[src/logic/fdsg_pkg.sv]
// package for the flash debug security gate: register map, field layout,
// reset values, power mode codes and timing constants.
// assumes a single 50 MHz system clock shared by every user of the package.
package fdsg_pkg;

   ////////////////////////////////////////////////////////////////////////////
   // clock and throttling
   localparam int unsigned FDSG_CLK_HZ     = 50_000_000; // system clock rate
   localparam int unsigned FDSG_LP_ACC_HZ  = 1_000_000;  // flash rate cap, low power run
   // longest access spacing rounds down, never below one cycle
   localparam int unsigned FDSG_LP_DIV_RAW = FDSG_CLK_HZ / FDSG_LP_ACC_HZ;
   localparam int unsigned FDSG_LP_DIV     = (FDSG_LP_DIV_RAW < 1) ? 1 : FDSG_LP_DIV_RAW;
   localparam int unsigned FDSG_DIV_W      = $clog2(FDSG_LP_DIV + 1);

   ////////////////////////////////////////////////////////////////////////////
   // register map (byte addresses on the avalon slave)
   localparam logic [3:0] FDSG_STATUS_OFS  = 4'h0; // read only state
   localparam logic [3:0] FDSG_CONTROL_OFS = 4'h4; // debug control access port

   // status fields
   localparam int unsigned FDSG_ST_STATE_LSB  = 0; // security_state_field, 2 bits
   localparam int unsigned FDSG_ST_MEF_LSB    = 2; // mass_erase_enable_field, 2 bits
   localparam int unsigned FDSG_ST_SECURED    = 4;
   localparam int unsigned FDSG_ST_ME_OFF     = 5; // debugger mass erase disabled
   localparam int unsigned FDSG_ST_LOADED     = 6;
   localparam int unsigned FDSG_ST_ME_BUSY    = 7;

   // control fields
   localparam int unsigned FDSG_CT_ME_REQ     = 0; // mass erase request / in progress
   localparam int unsigned FDSG_CT_DBG_DIS    = 1; // debug disable

   // configuration byte layout
   localparam int unsigned FDSG_CFG_STATE_LSB = 0;
   localparam int unsigned FDSG_CFG_MEF_LSB   = 4;

   // encodings and reset values
   localparam logic [1:0] FDSG_STATE_UNSECURE = 2'h2; // only open encoding
   localparam logic [1:0] FDSG_MEF_DISABLED   = 2'h2; // erase blocked when secured
   localparam logic [1:0] FDSG_STATE_RST      = 2'h3; // secured until loaded
   localparam logic [1:0] FDSG_MEF_RST        = 2'h3;

   ////////////////////////////////////////////////////////////////////////////
   // power mode input codes (driven by the mode controller)
   typedef enum logic [1:0] {
      FDSG_MODE_RUN     = 2'h0,
      FDSG_MODE_HSRUN   = 2'h1,
      FDSG_MODE_VLP_RUN = 2'h2,
      FDSG_MODE_COMPUTE = 2'h3  // compute_operation_mode, inside very low power run
   } fdsg_mode_t;

   // mass erase sequencer
   typedef enum logic [1:0] {
      FDSG_ME_IDLE,
      FDSG_ME_RUN,
      FDSG_ME_BLOCKED
   } fdsg_me_state_t;

endpackage

[src/logic/fdsg_rate_tick.sv]
// access rate strobe for the flash gate.
// assumes the system clock of the package; tick is a one-cycle pulse.
`timescale 1ns/1ns
module fdsg_rate_tick
   import fdsg_pkg::*;
(
   // clock and reset
   input  wire logic ref_clk_i,
   input  wire logic arst_n_i,
   // control
   input  wire logic run_i,   // count only while throttling applies
   output logic      tick_o   // one access slot
);

   // counter state
   typedef struct packed {
      logic [FDSG_DIV_W-1:0] cnt;
      logic                  tick;
   } fdsg_tick_st_t;

   fdsg_tick_st_t st_q;  // registered state
   fdsg_tick_st_t st_d;  // next state

   ////////////////////////////////////////////////////////////////////////////
   // next state: restart whenever throttling is off so the first slot comes a full FDSG_LP_DIV cycles after entry
   always_comb begin
      st_d      = st_q;
      st_d.tick = 1'b0;
      if (!run_i) begin
         st_d.cnt = '0;
      end else if (st_q.cnt == FDSG_DIV_W'(FDSG_LP_DIV - 1)) begin
         st_d.cnt  = '0;
         st_d.tick = 1'b1;
      end else begin
         st_d.cnt = st_q.cnt + FDSG_DIV_W'(1);
      end
   end

   // state register
   always_ff @(posedge ref_clk_i or negedge arst_n_i) begin
      if (!arst_n_i) begin
         st_q <= '0;
      end else begin
         st_q <= st_d;
      end
   end

   assign tick_o = st_q.tick;

endmodule // fdsg_rate_tick

[src/logic/fdsg_gate.sv]
// flash debug security gate: holds the loaded security state, filters debug
// memory traffic, runs the debugger mass erase and applies power mode limits.
// assumes the flash controller answers every forwarded request with an ack
// pulse and a mass erase with a done pulse; avalon master as published.
//
// Local design decisions: the Avalon-MM slave port and the register addresses.
`timescale 1ns/1ns

// Operation
// load security byte at reset before debug
// unsecured only for encoding 10
// secured: debug gets mass erase only
// processor flash path ignores security
// unsecured: all commands for debug, processor
// secured: boundary scan kept, debug off
// debugger request bit starts mass erase
// disabled mass erase never starts
// host avoids program in fast, low modes
// low power: 1 MHz, no program, compute: no registers
// request bit clears on done, else sticks
// erase disable from enable and state fields
// blocked debug access changes nothing, no data
module fdsg_gate
   import fdsg_pkg::*;
(
   // clock and reset
   input  wire logic        ref_clk_i,
   input  wire logic        arst_n_i,
   // configuration and power mode
   input  wire logic [7:0]  cfg_byte_i,      // security byte of the config field
   input  wire logic [1:0]  pwr_mode_i,      // fdsg_mode_t code
   // avalon slave, debug control access port
   input  wire logic [3:0]  av_address_i,
   input  wire logic        av_read_i,
   input  wire logic        av_write_i,
   input  wire logic [31:0] av_writedata_i,
   input  wire logic [3:0]  av_byteenable_i,
   output logic [31:0]      av_readdata_o,
   output logic             av_waitrequest_o,
   // debug memory access in
   input  wire logic        dbg_req_i,
   input  wire logic        dbg_we_i,
   input  wire logic [31:0] dbg_addr_i,
   input  wire logic [31:0] dbg_wdata_i,
   output logic             dbg_ack_o,
   output logic             dbg_err_o,
   output logic [31:0]      dbg_rdata_o,
   // debug memory access out to flash
   output logic             dfl_req_o,
   output logic             dfl_we_o,
   output logic [31:0]      dfl_addr_o,
   output logic [31:0]      dfl_wdata_o,
   input  wire logic        dfl_ack_i,
   input  wire logic [31:0] dfl_rdata_i,
   // processor flash path
   input  wire logic        cpu_req_i,
   input  wire logic        cpu_pe_i,        // program or erase command
   input  wire logic        cpu_reg_i,       // flash register access
   output logic             cpu_fl_req_o,
   output logic             cpu_err_o,
   // mass erase and debug controls
   output logic             erase_start_o,
   input  wire logic        erase_done_i,
   output logic             debug_en_o,
   output logic             bscan_en_o
);

   ////////////////////////////////////////////////////////////////////////////
   // state
   typedef struct packed {
      logic           loaded;     // config byte captured
      logic [1:0]     state_f;    // security_state_field
      logic [1:0]     mef;        // mass_erase_enable_field
      logic           me_req;     // control bit 0
      logic           dbg_dis;    // control bit 1
      fdsg_me_state_t me;         // erase sequencer
      logic           start;      // erase start pulse
      logic           av_ack;     // avalon answer cycle
      logic [31:0]    av_rdata;
      logic           dbusy;      // debug access forwarded, waiting ack
      logic           dack;
      logic           derr;
      logic [31:0]    drdata;
   } fdsg_st_t;

   fdsg_st_t st_q;  // registered state
   fdsg_st_t st_d;  // next state

   logic tick;      // low power access slot

   // decode shared by gate and assertions
   function automatic logic is_secured(input logic [1:0] f);
      is_secured = (f != FDSG_STATE_UNSECURE);
   endfunction

   function automatic logic me_disabled(input logic [1:0] f, input logic [1:0] m);
      me_disabled = is_secured(f) && (m == FDSG_MEF_DISABLED);
   endfunction

   ////////////////////////////////////////////////////////////////////////////
   // combinational views
   logic secured;    // not yet loaded counts as secured
   logic me_off;
   logic low_pwr;
   logic compute;
   logic slot_ok;
   logic av_req;
   logic ctl_wr;
   logic dbg_open;

   // secured decode
   assign secured  = !st_q.loaded || is_secured(st_q.state_f);
   // erase disable decode
   assign me_off   = me_disabled(st_q.state_f, st_q.mef);
   assign low_pwr  = (pwr_mode_i == FDSG_MODE_VLP_RUN) || (pwr_mode_i == FDSG_MODE_COMPUTE);
   assign compute  = (pwr_mode_i == FDSG_MODE_COMPUTE);
   // rate cap slots
   assign slot_ok  = !low_pwr || tick;
   assign av_req   = (av_read_i || av_write_i) && !st_q.av_ack;
   // control writes land at the answer edge, where the master sees waitrequest low
   assign ctl_wr   = av_write_i && st_q.av_ack && (av_address_i == FDSG_CONTROL_OFS)
                     && av_byteenable_i[0];
   // debug gets no memory while secured; R05 open when unsecured and debug disable clear
   assign dbg_open = !secured && !st_q.dbg_dis;

   fdsg_rate_tick u_tick (
      .ref_clk_i (ref_clk_i),
      .arst_n_i  (arst_n_i),
      .run_i     (low_pwr),
      .tick_o    (tick)
   );

   ////////////////////////////////////////////////////////////////////////////
   // next state
   always_comb begin
      st_d       = st_q;
      st_d.start = 1'b0;
      st_d.dack  = 1'b0;
      st_d.derr  = 1'b0;
      // capture security byte right after reset release
      if (!st_q.loaded) begin
         st_d.loaded  = 1'b1;
         st_d.state_f = cfg_byte_i[FDSG_CFG_STATE_LSB +: 2];
         st_d.mef     = cfg_byte_i[FDSG_CFG_MEF_LSB +: 2];
      end
      // avalon: answer one cycle after the request is seen
      st_d.av_ack = av_req;
      if (av_req && av_read_i) begin
         unique case (av_address_i)
            FDSG_STATUS_OFS: begin
               st_d.av_rdata = {24'h000000, (st_q.me == FDSG_ME_RUN), st_q.loaded,
                                me_off, secured, st_q.mef, st_q.state_f};
            end
            FDSG_CONTROL_OFS: begin
               st_d.av_rdata = {30'h00000000, st_q.dbg_dis, st_q.me_req};
            end
            default: begin
               st_d.av_rdata = 32'h00000000;
            end
         endcase
      end
      if (ctl_wr) begin
         st_d.dbg_dis = av_writedata_i[FDSG_CT_DBG_DIS];
      end
      // erase sequencer
      unique case (st_q.me)
         FDSG_ME_IDLE: begin
            if (st_q.me_req && st_q.loaded) begin
               // disabled erase parks the request
               if (me_off) begin
                  st_d.me = FDSG_ME_BLOCKED;
               // no erase launched in the low power modes
               end else if (!low_pwr) begin
                  // launch erase of all blocks, protection ignored
                  st_d.me    = FDSG_ME_RUN;
                  st_d.start = 1'b1;
               end
            end
         end
         FDSG_ME_RUN: begin
            // self clear on completion
            if (erase_done_i) begin
               st_d.me     = FDSG_ME_IDLE;
               st_d.me_req = 1'b0;
            end
         end
         FDSG_ME_BLOCKED: begin
            // request stays up until system reset
            st_d.me = FDSG_ME_BLOCKED;
         end
         // unused code: fall back to idle
         default: begin
            st_d.me = FDSG_ME_IDLE;
         end
      endcase
      // debugger sets the request; set wins over the done clear
      if (ctl_wr && av_writedata_i[FDSG_CT_ME_REQ]) begin
         st_d.me_req = 1'b1;
      end
      // debug memory path
      if (st_q.dbusy) begin
         if (dfl_ack_i) begin
            st_d.dbusy  = 1'b0;
            st_d.dack   = 1'b1;
            st_d.drdata = dfl_rdata_i;
         end
      end else if (dbg_req_i && !st_q.dack) begin
         if (!dbg_open) begin
            // refuse with error, no flash activity, zero data
            st_d.dack   = 1'b1;
            st_d.derr   = 1'b1;
            st_d.drdata = 32'h00000000;
         end else if (slot_ok) begin
            st_d.dbusy = 1'b1;
         end
      end
   end

   // state register
   always_ff @(posedge ref_clk_i or negedge arst_n_i) begin
      if (!arst_n_i) begin
         st_q         <= '0;
         st_q.state_f <= FDSG_STATE_RST;
         st_q.mef     <= FDSG_MEF_RST;
         st_q.me      <= FDSG_ME_IDLE;
      end else begin
         st_q <= st_d;
      end
   end

   ////////////////////////////////////////////////////////////////////////////
   // outputs
   assign av_readdata_o    = st_q.av_rdata;
   assign av_waitrequest_o = (av_read_i || av_write_i) && !st_q.av_ack;
   assign dbg_ack_o        = st_q.dack;
   assign dbg_err_o        = st_q.derr;
   assign dbg_rdata_o      = st_q.drdata;
   // flash request only while open and forwarded
   assign dfl_req_o        = st_q.dbusy;
   assign dfl_we_o         = dbg_we_i;
   assign dfl_addr_o       = dbg_addr_i;
   assign dfl_wdata_o      = dbg_wdata_i;
   // processor path never looks at security
   // program/erase refused in low power, registers refused in compute mode
   assign cpu_err_o        = cpu_req_i && ((low_pwr && cpu_pe_i) || (compute && cpu_reg_i));
   assign cpu_fl_req_o     = cpu_req_i && !cpu_err_o && slot_ok;
   assign erase_start_o    = st_q.start;
   // boundary scan always on, debug logic off while secured
   assign debug_en_o       = dbg_open;
   assign bscan_en_o       = 1'b1;

   ////////////////////////////////////////////////////////////////////////////
   // checks
   a_load_first: assert property (@(posedge ref_clk_i) disable iff (!arst_n_i)
      !st_q.loaded |-> !dfl_req_o && !erase_start_o)
      else $error("debug flash traffic before security load");
   a_secure_decode: assert property (@(posedge ref_clk_i) disable iff (!arst_n_i)
      st_q.loaded |-> (debug_en_o |-> st_q.state_f == 2'h2))
      else $error("debug open with secured encoding");
   a_secured_no_mem: assert property (@(posedge ref_clk_i) disable iff (!arst_n_i)
      secured && !st_q.dbusy |=> !dfl_req_o)
      else $error("secured debug reached flash");
   a_cpu_passes: assert property (@(posedge ref_clk_i) disable iff (!arst_n_i)
      cpu_req_i && !low_pwr && !compute |-> cpu_fl_req_o)
      else $error("processor access stalled in run mode");
   a_open_fwd: assert property (@(posedge ref_clk_i) disable iff (!arst_n_i)
      dbg_open && !low_pwr && dbg_req_i && !st_q.dbusy && !st_q.dack |=> dfl_req_o)
      else $error("unsecured debug access not forwarded");
   a_bscan_kept: assert property (@(posedge ref_clk_i) disable iff (!arst_n_i)
      bscan_en_o && (!secured || !debug_en_o))
      else $error("boundary scan or debug enable wrong");
   a_erase_start: assert property (@(posedge ref_clk_i) disable iff (!arst_n_i)
      st_q.me == FDSG_ME_IDLE && st_q.me_req && st_q.loaded && !me_off && !low_pwr
      |=> erase_start_o ##1 st_q.me == FDSG_ME_RUN)
      else $error("mass erase request not launched");
   a_erase_blocked: assert property (@(posedge ref_clk_i) disable iff (!arst_n_i)
      st_q.me == FDSG_ME_BLOCKED |-> !erase_start_o)
      else $error("blocked mass erase started");
   a_lp_no_erase: assert property (@(posedge ref_clk_i) disable iff (!arst_n_i)
      $rose(erase_start_o) |-> !$past(low_pwr))
      else $error("erase launched in low power mode");
   a_req_clear: assert property (@(posedge ref_clk_i) disable iff (!arst_n_i)
      st_q.me == FDSG_ME_RUN && erase_done_i && !ctl_wr |=> !st_q.me_req)
      else $error("request bit not cleared on done");
   a_req_sticks: assert property (@(posedge ref_clk_i) disable iff (!arst_n_i)
      st_q.me == FDSG_ME_BLOCKED |=> st_q.me_req [*2])
      else $error("blocked request bit dropped");
   a_me_decode: assert property (@(posedge ref_clk_i) disable iff (!arst_n_i)
      st_q.loaded && st_q.me_req && st_q.me == FDSG_ME_IDLE && me_off
      |=> st_q.me == FDSG_ME_BLOCKED)
      else $error("disabled erase not parked");
   a_blocked_err: assert property (@(posedge ref_clk_i) disable iff (!arst_n_i)
      dbg_req_i && !dbg_open && !st_q.dbusy && !st_q.dack
      |=> dbg_ack_o && dbg_err_o && dbg_rdata_o == 32'h00000000 && !dfl_req_o)
      else $error("blocked debug access misanswered");

   c_erase_done: cover property (@(posedge ref_clk_i) disable iff (!arst_n_i)
      erase_start_o ##[1:20] erase_done_i);
   c_erase_park: cover property (@(posedge ref_clk_i) disable iff (!arst_n_i)
      st_q.me == FDSG_ME_BLOCKED);
   c_dbg_read: cover property (@(posedge ref_clk_i) disable iff (!arst_n_i)
      dfl_req_o && dfl_ack_i ##1 dbg_ack_o);
   c_dbg_refused: cover property (@(posedge ref_clk_i) disable iff (!arst_n_i)
      dbg_ack_o && dbg_err_o);

endmodule // fdsg_gate

[config.mk]
export PLATFORM = sky130hd
export DESIGN_NAME = fdsg_gate
export DESIGN_NICKNAME = d
export VERILOG_FILES = /design/src/logic/fdsg_pkg.sv /design/src/logic/fdsg_rate_tick.sv /design/src/logic/fdsg_gate.sv
export SDC_FILE = /design/constraint.sdc
export NUM_CORES = 1
export LEC_CHECK = 0
export BUFFER_PORTS_ARGS = -buffer_cell sky130_fd_sc_hd__buf_4
export CORE_AREA = 2 2 114 116
export DETAILED_ROUTE_END_ITERATION = 10
export DIE_AREA = 0 0 116 118
export MAX_ROUTING_LAYER = met4
export PLACE_DENSITY = 0.76
export SLEW_MARGIN = 20
export SYNTH_ARGS = -nofsm -noshare
export SYNTH_HDL_FRONTEND = slang
export SYNTH_SLANG_ARGS = --single-unit
[constraint.sdc]
create_clock -name ref_clk_i -period 1.2 [get_ports ref_clk_i]
set_input_delay 0.12 -clock ref_clk_i [delete_from_list [all_inputs] [get_ports ref_clk_i]]
set_output_delay 0.12 -clock ref_clk_i [all_outputs]
set_load 0.05 [all_outputs]
==> metrics.txt <==
status finished, violations left; failing checks setup timing; vias in the first global route 2,486; Syn. warnings 0; WHS Path Cells 3; Logic pwr share 20.9%; highest metal used met4; compound-gate portion of the synthesized area 8.826%; Routability Congestion 0.7126; post-layout util 35.52%; DIE WIDTH 116 um; # setup viols final 36; worst min-delay path class in -> reg; row count 41; Top FF cell, synth dfrtp_1; Final #Nets 581; placed inst area 3805 sq um; CTS Buffer Depth 2; R2R Setup Slk -0.19 ns; P&R area growth vs syn 23.91%; Routed Antenna Nets 0; FFs w/ async S/R, synth 100.0%; io pins 295; number of flops mapped to enable cells by yosys 0; R2R cell count 5; Starting Density 28.66%; met2 wire length 3.604 mm; post-synthesis area per instance 9.171 sq um; layout cell share with drive strength beyond 1 43.19%; clk slew on worst S/H paths 0.05 ns; Core Box Area 12,410 sq um; sequential share of the synthesized area 43.04%; Max-Cap Viols 0; total grt overflow 0; Worst EP arrival 1.30 ns; adder-cell share of the synthesized area 0.7032%; total chip power 0.006325 W; Setup Skew 0.006237 ns; Final WS setup -0.2170 ns; number of H-tree levels 3; Final period util 118.1%; #FFs+latches synth 61; final hold vios 0; NetSw 0.001776 W; Met1 Wirelength 3.053 mm; port bufs 102; initial DRC count 84; critical path class reg -> out; critical path peak fanout 2; Worst Path Required 1.08 ns; diode count 0; RSZ-0062 raised after global routing yes; Pwr Density 1435 nW/um^2; Leak 2.104 nW; largest net degree at the start of global routing 31; Root Buffer clkbuf_16; Final Max Slew Viols 0; Worst setup SP type register; DR vias 2,464; initial antenna violation count 0; Final HPWL DP 5.630 mm; post-route DRC violation count 0; Simple-Gate Fraction of Synth Area 14.10%; Mapped Area 3558 sq um; final setup TNS -5.904 ns; routed vias/inst 4.120; sw frac 28.07%; worst skew pair latency 0.32 ns; Chip Height 118 um; post-synth cell types 38; Int Pwr 0.004549 W; first-pass GRT wire length 12.00 mm; fin area 4409 sq um; XOR/XNOR share of the synthesized area 0.7384%; worst vdd ir 546.0 uV; min Tclk post-route 1.417 ns; DR WL/cell 12.57 um; CTS tree built; WHS 0.005425 ns; Fmax 705.7 MHz; clock group share of total power 42.9%; post-synthesis mux area share 2.145%; total track usage 11.41%; final WL 7.518 mm; largest family of logic cells by synthesized area buffers and inverters; total clock sinks 61; Inserted Clock Buffers 9; die footprint 13,690 sq um; Mapped Cells 388; Seq pwr share 36.2%; Pre-antenna DRT Iters 4; crit end category primary output; metal3 WL 654 um
## stage by stage
step                instances  worst slack (ns)
floorplan                 412           -0.2539
global placement          564           -0.1392
detailed placement        564           -0.1675
CTS                       595           -0.2256
global route              598           -0.2642
finish                    598           -0.2170
## synth_stat cells, drive strengths merged (2+ instances only)
cell,instances,area share [%]
nand3,4,0.56
o31ai,4,0.84
inv,6,0.63
mux2,5,1.6
and2,2,0.35
nand2,78,8.2
ha,2,0.70
conb,2,0.21
or3,2,0.49
nor3,2,0.28
nor2b,2,0.35
nand2b,3,0.53
mux2i,2,0.56
clkbuf,7,0.74
a21oi,4,0.56
dfrtp,57,40
nor2,13,1.6
xor2,2,0.49
dfstp,4,3.0
buf,136,29
a22o,2,0.49
o21ai,39,6.4
## critical path, cell delays in order (launching register included)
cell      delay, ns
dfstp_2        0.53
and4bb_4       0.28
buf_8          0.16
## final timing paths
kind                                         to            start
min in group asynchronous       dbg_rdata_o[14]         arst_n_i
worst max-delay path                 debug_en_o         st_q[76]
worst max register to register        dfl_req_o         st_q[75]
worst min register to register         st_q[67]         st_q[67]
max in group asynchronous              st_q[76]         arst_n_i
worst min-delay path            dbg_rdata_o[25]  dfl_rdata_i[25]
## timing repair
item / in CTS / in global routing
pin swaps: 4 / 7
endpoints found under the setup margin: 44 / 46
hold buffers: 12 / 0
resized for setup: 27 / 9
buffers inserted: 4 / 3
endpoints found under the hold margin: 32 / 0
## power groups by stage
stage | clock network [W] | registers (W) | logic (W)
6_report | 0.00271 | 0.00229 | 0.00132
3_5_place_dp | 0 | 0.00232 | 0.00122
2_1_floorplan | 0 | 0.00234 | 0.00147
3_3_place_gp | 0 | 0.00232 | 0.00120
5_1_grt | 0.00289 | 0.00231 | 0.00142
4_1_cts | 0.00281 | 0.00229 | 0.00132
## flip-flops by register name, summed over array words and instances, names as in the netlist
name	flops
av_readdata_o	8
dfl_req_o	1
st_q	10
dbg_ack_o	1
dbg_err_o	1
erase_start_o	1
u_tick.tick_o	1
u_tick.st_q	6
dbg_rdata_o	32
## metal layers
metal  GRT usage, %  vias to the layer above
met5              -                        -
met2          18.02                      120
met1          12.89                     1150
met3          4.171                       30
li1               -                     1164
met4          4.985                        0
## area by class of cell
type / count / area [sq um]
fill: 1239 / 8005
tap: 172 / 215.2
sequential: 61 / 1534
inverter: 6 / 22.52
multi-input combinational: 202 / 1126
clock buffer: 10 / 239.0
clock inverter: 5 / 75.07
timing repair buffer: 142 / 1197
## cell usage in the layout, fill, tap and decap left out, drive strengths merged, types with 4 or more instances in the layout
master / count
a21oi: 4
inv: 6
dlygate4sd3: 12
dfstp: 4
mux2: 5
nand2: 78
nor2: 13
conb: 26
dfrtp: 57
nand3: 4
buf: 130
o31ai: 4
clkbuf: 10
o21ai: 39
## kinds of logic (layout without fill, tap and decap cells)
| group | after synthesis | after routing |
|---|---|---|
| other | 2 | 26 |
| xor gates and xnor gates | 3 | 3 |
| adders and majority gates | 2 | 2 |
| DFF | 61 | 61 |
| muxes | 7 | 7 |
| and+or+nand+nor | 113 | 113 |
| AOI/OAI and AO/OA | 51 | 51 |
| buffers and inverters | 149 | 163 |
Power figures use the tool's default switching activity.
